[config.mk]
export PLATFORM = sky130hd
export DESIGN_NAME = tx_offload_data_descriptor_decode
export DESIGN_NICKNAME = d
export VERILOG_FILES = /design/src/shared/txd_pkg.sv /design/src/design/irq_delay_timer.sv /design/src/design/tx_offload_data_descriptor_decode.sv
export SDC_FILE = /design/constraint.sdc
export NUM_CORES = 1
export LEC_CHECK = 0
export BUFFER_PORTS_ARGS = -buffer_cell sky130_fd_sc_hd__buf_4
export CELL_PAD_IN_SITES_DETAIL_PLACEMENT = 0
export CELL_PAD_IN_SITES_GLOBAL_PLACEMENT = 1
export CORE_AREA = 4 4 166 168
export DETAILED_ROUTE_END_ITERATION = 6
export DIE_AREA = 0 0 170 172
export PLACE_DENSITY = 0.81
export RECOVER_POWER = 25
export SLEW_MARGIN = 20
export SYNTH_ARGS = -nofsm -noshare
export SYNTH_HDL_FRONTEND = slang
export SYNTH_HIERARCHICAL = 1
export SYNTH_SLANG_ARGS = --single-unit
[constraint.sdc]
create_clock -name ref_clk -period 4.5 [get_ports ref_clk]
set_clock_uncertainty 0.15 [all_clocks]
set_input_delay 0.675 -clock ref_clk [delete_from_list [all_inputs] [get_ports ref_clk]]
set_output_delay 0.675 -clock ref_clk [all_outputs]
set_load 0.02 [all_outputs]
[src/shared/txd_pkg.sv]
package txd_pkg;
  // ==========================================================
  // Descriptor word 1 field positions and widths
  localparam int LEN_LSB = 0;
  localparam int LEN_W = 20;
  localparam int TYPE_LSB = 20;
  localparam int TYPE_W = 4;
  localparam int CMD_LSB = 24;
  localparam int CMD_W = 8;
  localparam int STAT_LSB = 32;
  localparam int STAT_W = 4;
  localparam int OPT_LSB = 40;
  localparam int OPT_W = 8;
  localparam int TAG_LSB = 48;
  localparam int TAG_W = 16;
  // ==========================================================
  // Command byte bit positions
  localparam int CMD_DELAY_BIT = 7;
  localparam int CMD_VLAN_BIT = 6;
  localparam int CMD_EXT_BIT = 5;
  localparam int CMD_SENT_BIT = 4;
  localparam int CMD_REPORT_BIT = 3;
  localparam int CMD_SEG_BIT = 2;
  localparam int CMD_FCS_BIT = 1;
  localparam int CMD_END_BIT = 0;
  // ==========================================================
  // Encodings and reset values
  localparam logic [3:0] TYPE_DATA = 4'h1;
  localparam logic [3:0] STAT_DONE = 4'h1;
  localparam logic [63:0] WORD_RST = 64'h0;
  localparam logic [15:0] DELAY_RST = 16'h0;
  // ==========================================================
  // Timing: one delay unit, and the clock period
  localparam int DELAY_UNIT_NS = 1024;
  localparam int CLK_PERIOD_NS = 4;
  localparam int DELAY_UNIT_CYC = (DELAY_UNIT_NS / CLK_PERIOD_NS < 1) ? 1
                                  : DELAY_UNIT_NS / CLK_PERIOD_NS;
  localparam int DIV_W = 8;
  // ==========================================================
  // Decoder states
  typedef enum logic [2:0] {
    ST_IDLE = 3'h1,
    ST_FETCH = 3'h2,
    ST_WB = 3'h4
  } dec_state_e;
endpackage : txd_pkg

[src/design/irq_delay_timer.sv]
module irq_delay_timer (
  // Clock and reset
  input wire logic ref_clk,
  input wire logic rst,
  // Requests from the decoder
  input wire logic load,
  input wire logic fire_now,
  input wire logic [15:0] delay_value_field,
  // Interrupt pulse
  output logic irq_q
);
  // ==========================================================
  // Delay unit divider
  logic [txd_pkg::DIV_W-1:0] div_q;
  logic tick;
  logic [15:0] count_q;
  logic active_q;

  assign tick = (div_q == txd_pkg::DIV_W'(txd_pkg::DELAY_UNIT_CYC - 1));

  always_ff @(posedge ref_clk)
  begin
    if (rst || tick)
      div_q <= '0;
    else
      div_q <= div_q + 1'b1;
  end

  // ==========================================================
  // Countdown, reloaded even while it runs
  always_ff @(posedge ref_clk)
  begin
    if (rst)
    begin
      count_q <= txd_pkg::DELAY_RST;
      active_q <= 1'b0;
      irq_q <= 1'b0;
    end
    else
    begin
      irq_q <= 1'b0;
      if (fire_now)
      begin
        active_q <= 1'b0;
        irq_q <= 1'b1;
      end
      else if (load)
      begin
        count_q <= delay_value_field;
        active_q <= 1'b1;
      end
      else if (active_q && (count_q == 16'h0))
      begin
        active_q <= 1'b0;
        irq_q <= 1'b1;
      end
      else if (active_q && tick)
        count_q <= count_q - 16'h1;
    end
  end
endmodule : irq_delay_timer

[src/design/tx_offload_data_descriptor_decode.sv]
// Notes on behaviour
// - Only descriptors with the extension flag (bit 29) set and type 0001b are decoded as data.
// - Word 0 is the 64-bit host address of the data buffer for one piece of the packet.
// - Bits 19..0 of word 1 give the byte count of that buffer.
// - The option byte at bits 47..40 counts only on a packet's first descriptor.
// - The 16-bit tag at bits 63..48 counts only on the end-of-packet descriptor.
// - The command byte at bits 31..24 decodes, high to low, delay, vlan, ext, sent, report, seg, fcs, end.
// - A write-back with delay and report reloads the countdown; report alone interrupts at once.
// - With report set, status is reported once the buffer is fetched into the packet buffer.
// - Status goes back with the done bit set only for descriptors whose report bit is set.
// - The vlan insert flag counts only on the end-of-packet descriptor.
module tx_offload_data_descriptor_decode (
  // Clock and reset
  input wire logic ref_clk,
  input wire logic rst,
  // Descriptor input
  input wire logic desc_valid,
  input wire logic [63:0] desc_word0,
  input wire logic [63:0] desc_word1,
  output logic desc_ready_q,
  output logic bad_desc_q,
  // Buffer fetch request and completion
  output logic fetch_req_q,
  output logic [63:0] fetch_addr_q,
  output logic [19:0] fetch_len_q,
  input wire logic fetch_done,
  // Per-descriptor command flags
  output logic segmentation_enable_flag_q,
  output logic insert_fcs_flag_q,
  output logic report_sent_flag_q,
  // Per-packet results
  output logic packet_done_q,
  output logic [7:0] packet_option_byte_q,
  output logic [15:0] vlan_tag_q,
  output logic vlan_insert_flag_q,
  // Status write-back
  output logic wb_valid_q,
  output logic [63:0] wb_word1_q,
  // Interrupt delay
  input wire logic [15:0] delay_value_field,
  output logic tx_irq_q
);
  // ==========================================================
  // Field extraction
  txd_pkg::dec_state_e state_q;
  logic [63:0] word1_q;
  logic [7:0] command_byte;
  logic [7:0] in_command;
  logic [3:0] in_type;
  logic is_data;
  logic first_q;
  logic accept;
  logic finish;
  logic rep;
  logic last;

  assign in_command = desc_word1[txd_pkg::CMD_LSB +: txd_pkg::CMD_W];
  assign in_type = desc_word1[txd_pkg::TYPE_LSB +: txd_pkg::TYPE_W];
  assign is_data = in_command[txd_pkg::CMD_EXT_BIT]
                   && (in_type == txd_pkg::TYPE_DATA);
  assign command_byte = word1_q[txd_pkg::CMD_LSB +: txd_pkg::CMD_W];
  assign rep = command_byte[txd_pkg::CMD_REPORT_BIT];
  assign last = command_byte[txd_pkg::CMD_END_BIT];
  assign accept = desc_valid && desc_ready_q;
  assign finish = (state_q == txd_pkg::ST_FETCH) && fetch_done;

  // ==========================================================
  // Sequencing
  always_ff @(posedge ref_clk)
  begin
    if (rst)
      state_q <= txd_pkg::ST_IDLE;
    else
      unique case (state_q)
        txd_pkg::ST_IDLE:
          if (accept && is_data)
            state_q <= txd_pkg::ST_FETCH;
        txd_pkg::ST_FETCH:
          if (fetch_done)
            state_q <= txd_pkg::ST_WB;
        txd_pkg::ST_WB:
          state_q <= txd_pkg::ST_IDLE;
        default:
          state_q <= txd_pkg::ST_IDLE;
      endcase
  end

  always_ff @(posedge ref_clk)
  begin
    if (rst)
      desc_ready_q <= 1'b0;
    else
      desc_ready_q <= (state_q == txd_pkg::ST_IDLE && !accept)
                      || state_q == txd_pkg::ST_WB
                      || (state_q == txd_pkg::ST_IDLE && accept && !is_data);
  end

  // ==========================================================
  // Capture and fetch request
  always_ff @(posedge ref_clk)
  begin
    if (rst)
    begin
      word1_q <= txd_pkg::WORD_RST;
      fetch_addr_q <= txd_pkg::WORD_RST;
      fetch_len_q <= '0;
      fetch_req_q <= 1'b0;
      bad_desc_q <= 1'b0;
      segmentation_enable_flag_q <= 1'b0;
      insert_fcs_flag_q <= 1'b0;
      report_sent_flag_q <= 1'b0;
    end
    else
    begin
      fetch_req_q <= accept && is_data;
      bad_desc_q <= accept && !is_data;
      if (accept && is_data)
      begin
        word1_q <= desc_word1;
        fetch_addr_q <= desc_word0;
        fetch_len_q <= desc_word1[txd_pkg::LEN_LSB +: txd_pkg::LEN_W];
        segmentation_enable_flag_q <= in_command[txd_pkg::CMD_SEG_BIT];
        insert_fcs_flag_q <= in_command[txd_pkg::CMD_FCS_BIT];
        report_sent_flag_q <= in_command[txd_pkg::CMD_SENT_BIT];
      end
    end
  end

  // ==========================================================
  // Packet gathering
  always_ff @(posedge ref_clk)
  begin
    if (rst)
    begin
      first_q <= 1'b1;
      packet_done_q <= 1'b0;
      packet_option_byte_q <= '0;
      vlan_tag_q <= '0;
      vlan_insert_flag_q <= 1'b0;
    end
    else
    begin
      packet_done_q <= finish && last;
      if (finish)
      begin
        first_q <= last;
        if (first_q)
          packet_option_byte_q <= word1_q[txd_pkg::OPT_LSB +: txd_pkg::OPT_W];
        if (last)
        begin
          vlan_tag_q <= word1_q[txd_pkg::TAG_LSB +: txd_pkg::TAG_W];
          vlan_insert_flag_q <= command_byte[txd_pkg::CMD_VLAN_BIT];
        end
      end
    end
  end

  // ==========================================================
  // Status write-back, only once the buffer sits in the packet buffer
  always_ff @(posedge ref_clk)
  begin
    if (rst)
    begin
      wb_valid_q <= 1'b0;
      wb_word1_q <= txd_pkg::WORD_RST;
    end
    else
    begin
      wb_valid_q <= finish && rep;
      if (finish && rep)
      begin
        wb_word1_q <= word1_q;
        wb_word1_q[txd_pkg::STAT_LSB +: txd_pkg::STAT_W] <= txd_pkg::STAT_DONE;
      end
    end
  end

  // ==========================================================
  // Interrupt timing follows each write-back
  irq_delay_timer u_timer (
    .ref_clk(ref_clk),
    .rst(rst),
    .load(finish && rep && command_byte[txd_pkg::CMD_DELAY_BIT]),
    .fire_now(finish && rep && !command_byte[txd_pkg::CMD_DELAY_BIT]),
    .delay_value_field(delay_value_field),
    .irq_q(tx_irq_q)
  );
endmodule : tx_offload_data_descriptor_decode

==> qor.csv <==
metric,value,unit
drt drc,0,
status,"finished, violations left",
worst hold margin,229.9,ps
share of cells above drive strength 1,22.89,%
CTS Buf Count,28,
crit-path max FO,63,
Yosys reg bits,245,
Core Region,25910,sq um
crit path capture,u_timer/count_q[3],
mapped cell area,10590,sq um
compound-gate portion of the synthesized area,11.26,%
Flop pwr share,45.3,%
Tot GR Track Use,19.24,%
NetSw,988.6,uW
clock buffer depth,3,
CP Capture Type,register,
# H-tree levels,1,
clk_lat worst skew,530,ps
fmax,310.6,MHz
die area,29240,sq um
initial antenna violation count,0,
final period utilization,71.54,%
WS Path Type,register to register,
Leakage,5.167,nW
"Top FF cell, synth",dfxtp_1,
HP Class,input port to register,
slew margin rel.,-32.38,%
crit path cell chain,buf_4 -> nand2_1 -> nor2_1 -> inv_1 -> and4_1 -> a21boi_0 -> or3b_2 -> a21oi_1,
Crit path buffers/inverters,2,
largest family of logic cells by synthesized area,simple AND/OR/NAND/NOR gates,
Levels on crit path,8,
synth top area cells,"dfxtp_1, nand2b_1, mux2i_1",
setup_tns,0,ps
# diodes,0,
crit path time final,3219,ps
DRT iter0 DRCs,586,
setup violators final,0,
Worst R2R Setup Slack,1280,ps
post-synthesis simple-gate area fraction,23.09,%
Die Ht,172,microns
Cells after Synth,1121,
Starting Density,40.86,%
Post-CTS Setup Inserts,0,
worst r2r src,word1_q[27],
Sw Ratio,20.50,%
clock transition at the registers of the reported paths,60,ps
Power Dens Cells,354.0,nW/um^2
drt wl/cell,17.26,microns
Clock Root Buffer,clkbuf_16,
GR Overflow Total,0,
slowest cell on the critical path,nor2_1,
largest net degree at the start of global routing,134,
via count,8762,
post-route cell area,13620,sq um
critical path's top delay family,simple AND/OR/NAND/NOR gates,
R2R cell count,8,
final wirelength,29.75,mm
Synth warnings,6,
Critical Path Source,word1_q[27],
Via-to-Cell Ratio,5.082,
clock share of power,49.9,%
post_cts resized,0,
Post-Layout Cell Count,1724,
part of the power in combinational logic,4.9,%
Post-Synth Adder-Cell Area,0.2364,%
clk sink count,245,
first-pass GRT wire length,46.33,mm
Least-Margin Pin Slew,1986,ps
hpwl dp,19.62,mm
hold-fix buffers at CTS,0,
number of synthesized flops with an enable pin,0,
unrepaired setup endpoints after global routing,false,
area growth from synthesis to layout,28.68,%
number of port buffers,322,
CTS tree,built,
row cnt,59,
final hold violation count,0,
max incr delay on CP,630,ps
synth unique cells,61,
Pwr Total,4.823,mW
mux cell area share after synthesis,12.01,%
Placed Instances,1675,
vias in the first global route,8569,
"Slew Viols, Final",123,
Placer Congestion,0.8061,
share of the synthesized area in the top cell type,46.33,%
Mean Syn Cell Area,9.444,sq um
Detail Route Antenna Nets,0,
async set-reset flop share out of synthesis,0,%
Pint,3.834,mW
xor-xnor portion of the synthesized cell area,0.4964,%
I/O Pins,330,
Placed Area,12930,sq um
"area leader, netlist",dfxtp_1,
crit path DAT,3500,ps
Worst R2R End,u_timer/count_q[3],
Critical Path RT,4780,ps
CP Launch Type,register,
"Seq/Total Area, Yosys",46.33,%
NumNets Final,1520,
Max Cap Violations,1,
failing checks,"capacitance limit, slew limit",
Chip Width,170,microns
worst vdd ir,0.2422,mV
TritonRoute pass-1 iters,5,
[worst register-to-register path, delay by kind of cell, from the launching register on]
| kind | cells | cell delay (ps) |
|---|---|---|
| buffers and inverters | 2 | 820 |
| and+or+nand+nor | 4 | 1520 |
| DFF | 1 | 320 |
| AOI/OAI and AO/OA | 2 | 320 |
[cell type report]
type / count / area (sq um)
Fill cell: 2441 / 12290
Multi-Input combinational cell: 750 / 5020
Sequential cell: 245 / 4906
Timing Repair Buffer: 331 / 2235
Clock buffer: 45 / 895.9
Tap cell: 335 / 419.2
Clock inverter: 4 / 95.09
Inverter: 14 / 52.55
[stage by stage]
step	setup WS (ps)	utilization [%]
final	1281	52.58
after global placement	1080	49.89
after detailed placement	1045	49.89
after floorplan	1499	-
after global routing	1142	52.58
after CTS	1352	53.71
[registers in the layout (all words and copies together) (netlist names)]
| signal | flops |
|---|---|
| fetch_addr_q | 64 |
| wb_word1_q | 61 |
| word1_q | 41 |
| fetch_len_q | 19 |
| u_timer/count_q | 16 |
| vlan_tag_q | 16 |
| packet_option_byte_q | 8 |
| u_timer/div_q | 8 |
| state_q | 3 |
| bad_desc_q | 1 |
| desc_ready_q | 1 |
| fetch_req_q | 1 |
| first_q | 1 |
| packet_done_q | 1 |
| u_timer/active_q | 1 |
| u_timer/irq_q | 1 |
| vlan_insert_flag_q | 1 |
| wb_valid_q | 1 |
[power by group through the flow]
| stage | clock network [mW] | registers, mW | logic, mW |
|---|---|---|---|
| 5_1_grt | 2.56 | 2.18 | 0.257 |
| 3_5_place_dp | 0 | 2.23 | 0.238 |
| 3_3_place_gp | 0 | 2.23 | 0.235 |
| 4_1_cts | 2.46 | 2.18 | 0.238 |
| 6_report | 2.41 | 2.18 | 0.235 |
| 2_1_floorplan | 0 | 2.23 | 0.112 |
[cell usage after synthesis (all sizes together), types with 2 or more instances]
cell type	number
a211oi	2
a21o	2
a21oi	75
a22o	17
a22oi	5
a31oi	13
a41oi	3
and3	6
and4	3
buf	53
clkbuf	61
dfxtp	245
ha	2
inv	14
mux2i	127
nand2	21
nand2b	246
nand3	73
nand4	2
nor2	25
nor2b	2
nor3	8
nor3b	4
nor4	3
o211ai	3
o21ai	67
o22ai	2
o311ai	3
or3	3
or4	6
or4b	3
xnor2	3
xor2	3
[worst min-delay path by stage]
| stage | start | end | depth (start not counted) |
|---|---|---|---|
| 2_1_floorplan | u_timer/div_q[0] | u_timer/div_q[0] | 1 |
| 3_3_place_gp | u_timer/div_q[0] | u_timer/div_q[0] | 1 |
| 3_5_place_dp | word1_q[20] | word1_q[20] | 2 |
| 4_1_cts | fetch_done | state_q[1] | 2 |
| 5_1_grt | fetch_done | state_q[1] | 2 |
| 6_report | fetch_done | state_q[1] | 2 |
[layout by cell type, fill, tap and decap left out, types with 4 or more instances in the layout]
cell	netlist	final
nor3_1	7	7
clkbuf_8	0	11
nand2_1	21	21
buf_4	30	251
clkbuf_16	0	29
a22o_1	17	17
nor2_1	24	24
a31oi_1	13	13
a22oi_1	5	5
a21oi_1	75	74
inv_1	13	13
and3_1	6	6
dfxtp_1	245	244
nand2b_1	246	246
o21ai_0	67	67
nand3_1	73	73
or4_1	4	4
mux2i_1	127	127
clkbuf_1	61	81
[layer usage]
layer | track usage, % | wire length (microns) | part of all wire (%) | up-vias
li1 | - | - | - | 4319
met1 | 23.93 | 12540 | 42 | 4132
met2 | 33.21 | 14030 | 47 | 273
met3 | 5.556 | 2594 | 8.7 | 38
met4 | 4.479 | 589 | 2.0 | 0
met5 | 0 | 0 | 0 | -
[kinds of logic after synthesis]
kind of cell,after synthesis
simple gates,410
flops,245
compound gates,202
buf+inv,128
mux,127
xor+xnor,6
fa+ha+maj,2
other cells,1
Note: power is estimated with default switching activity, not from simulation.
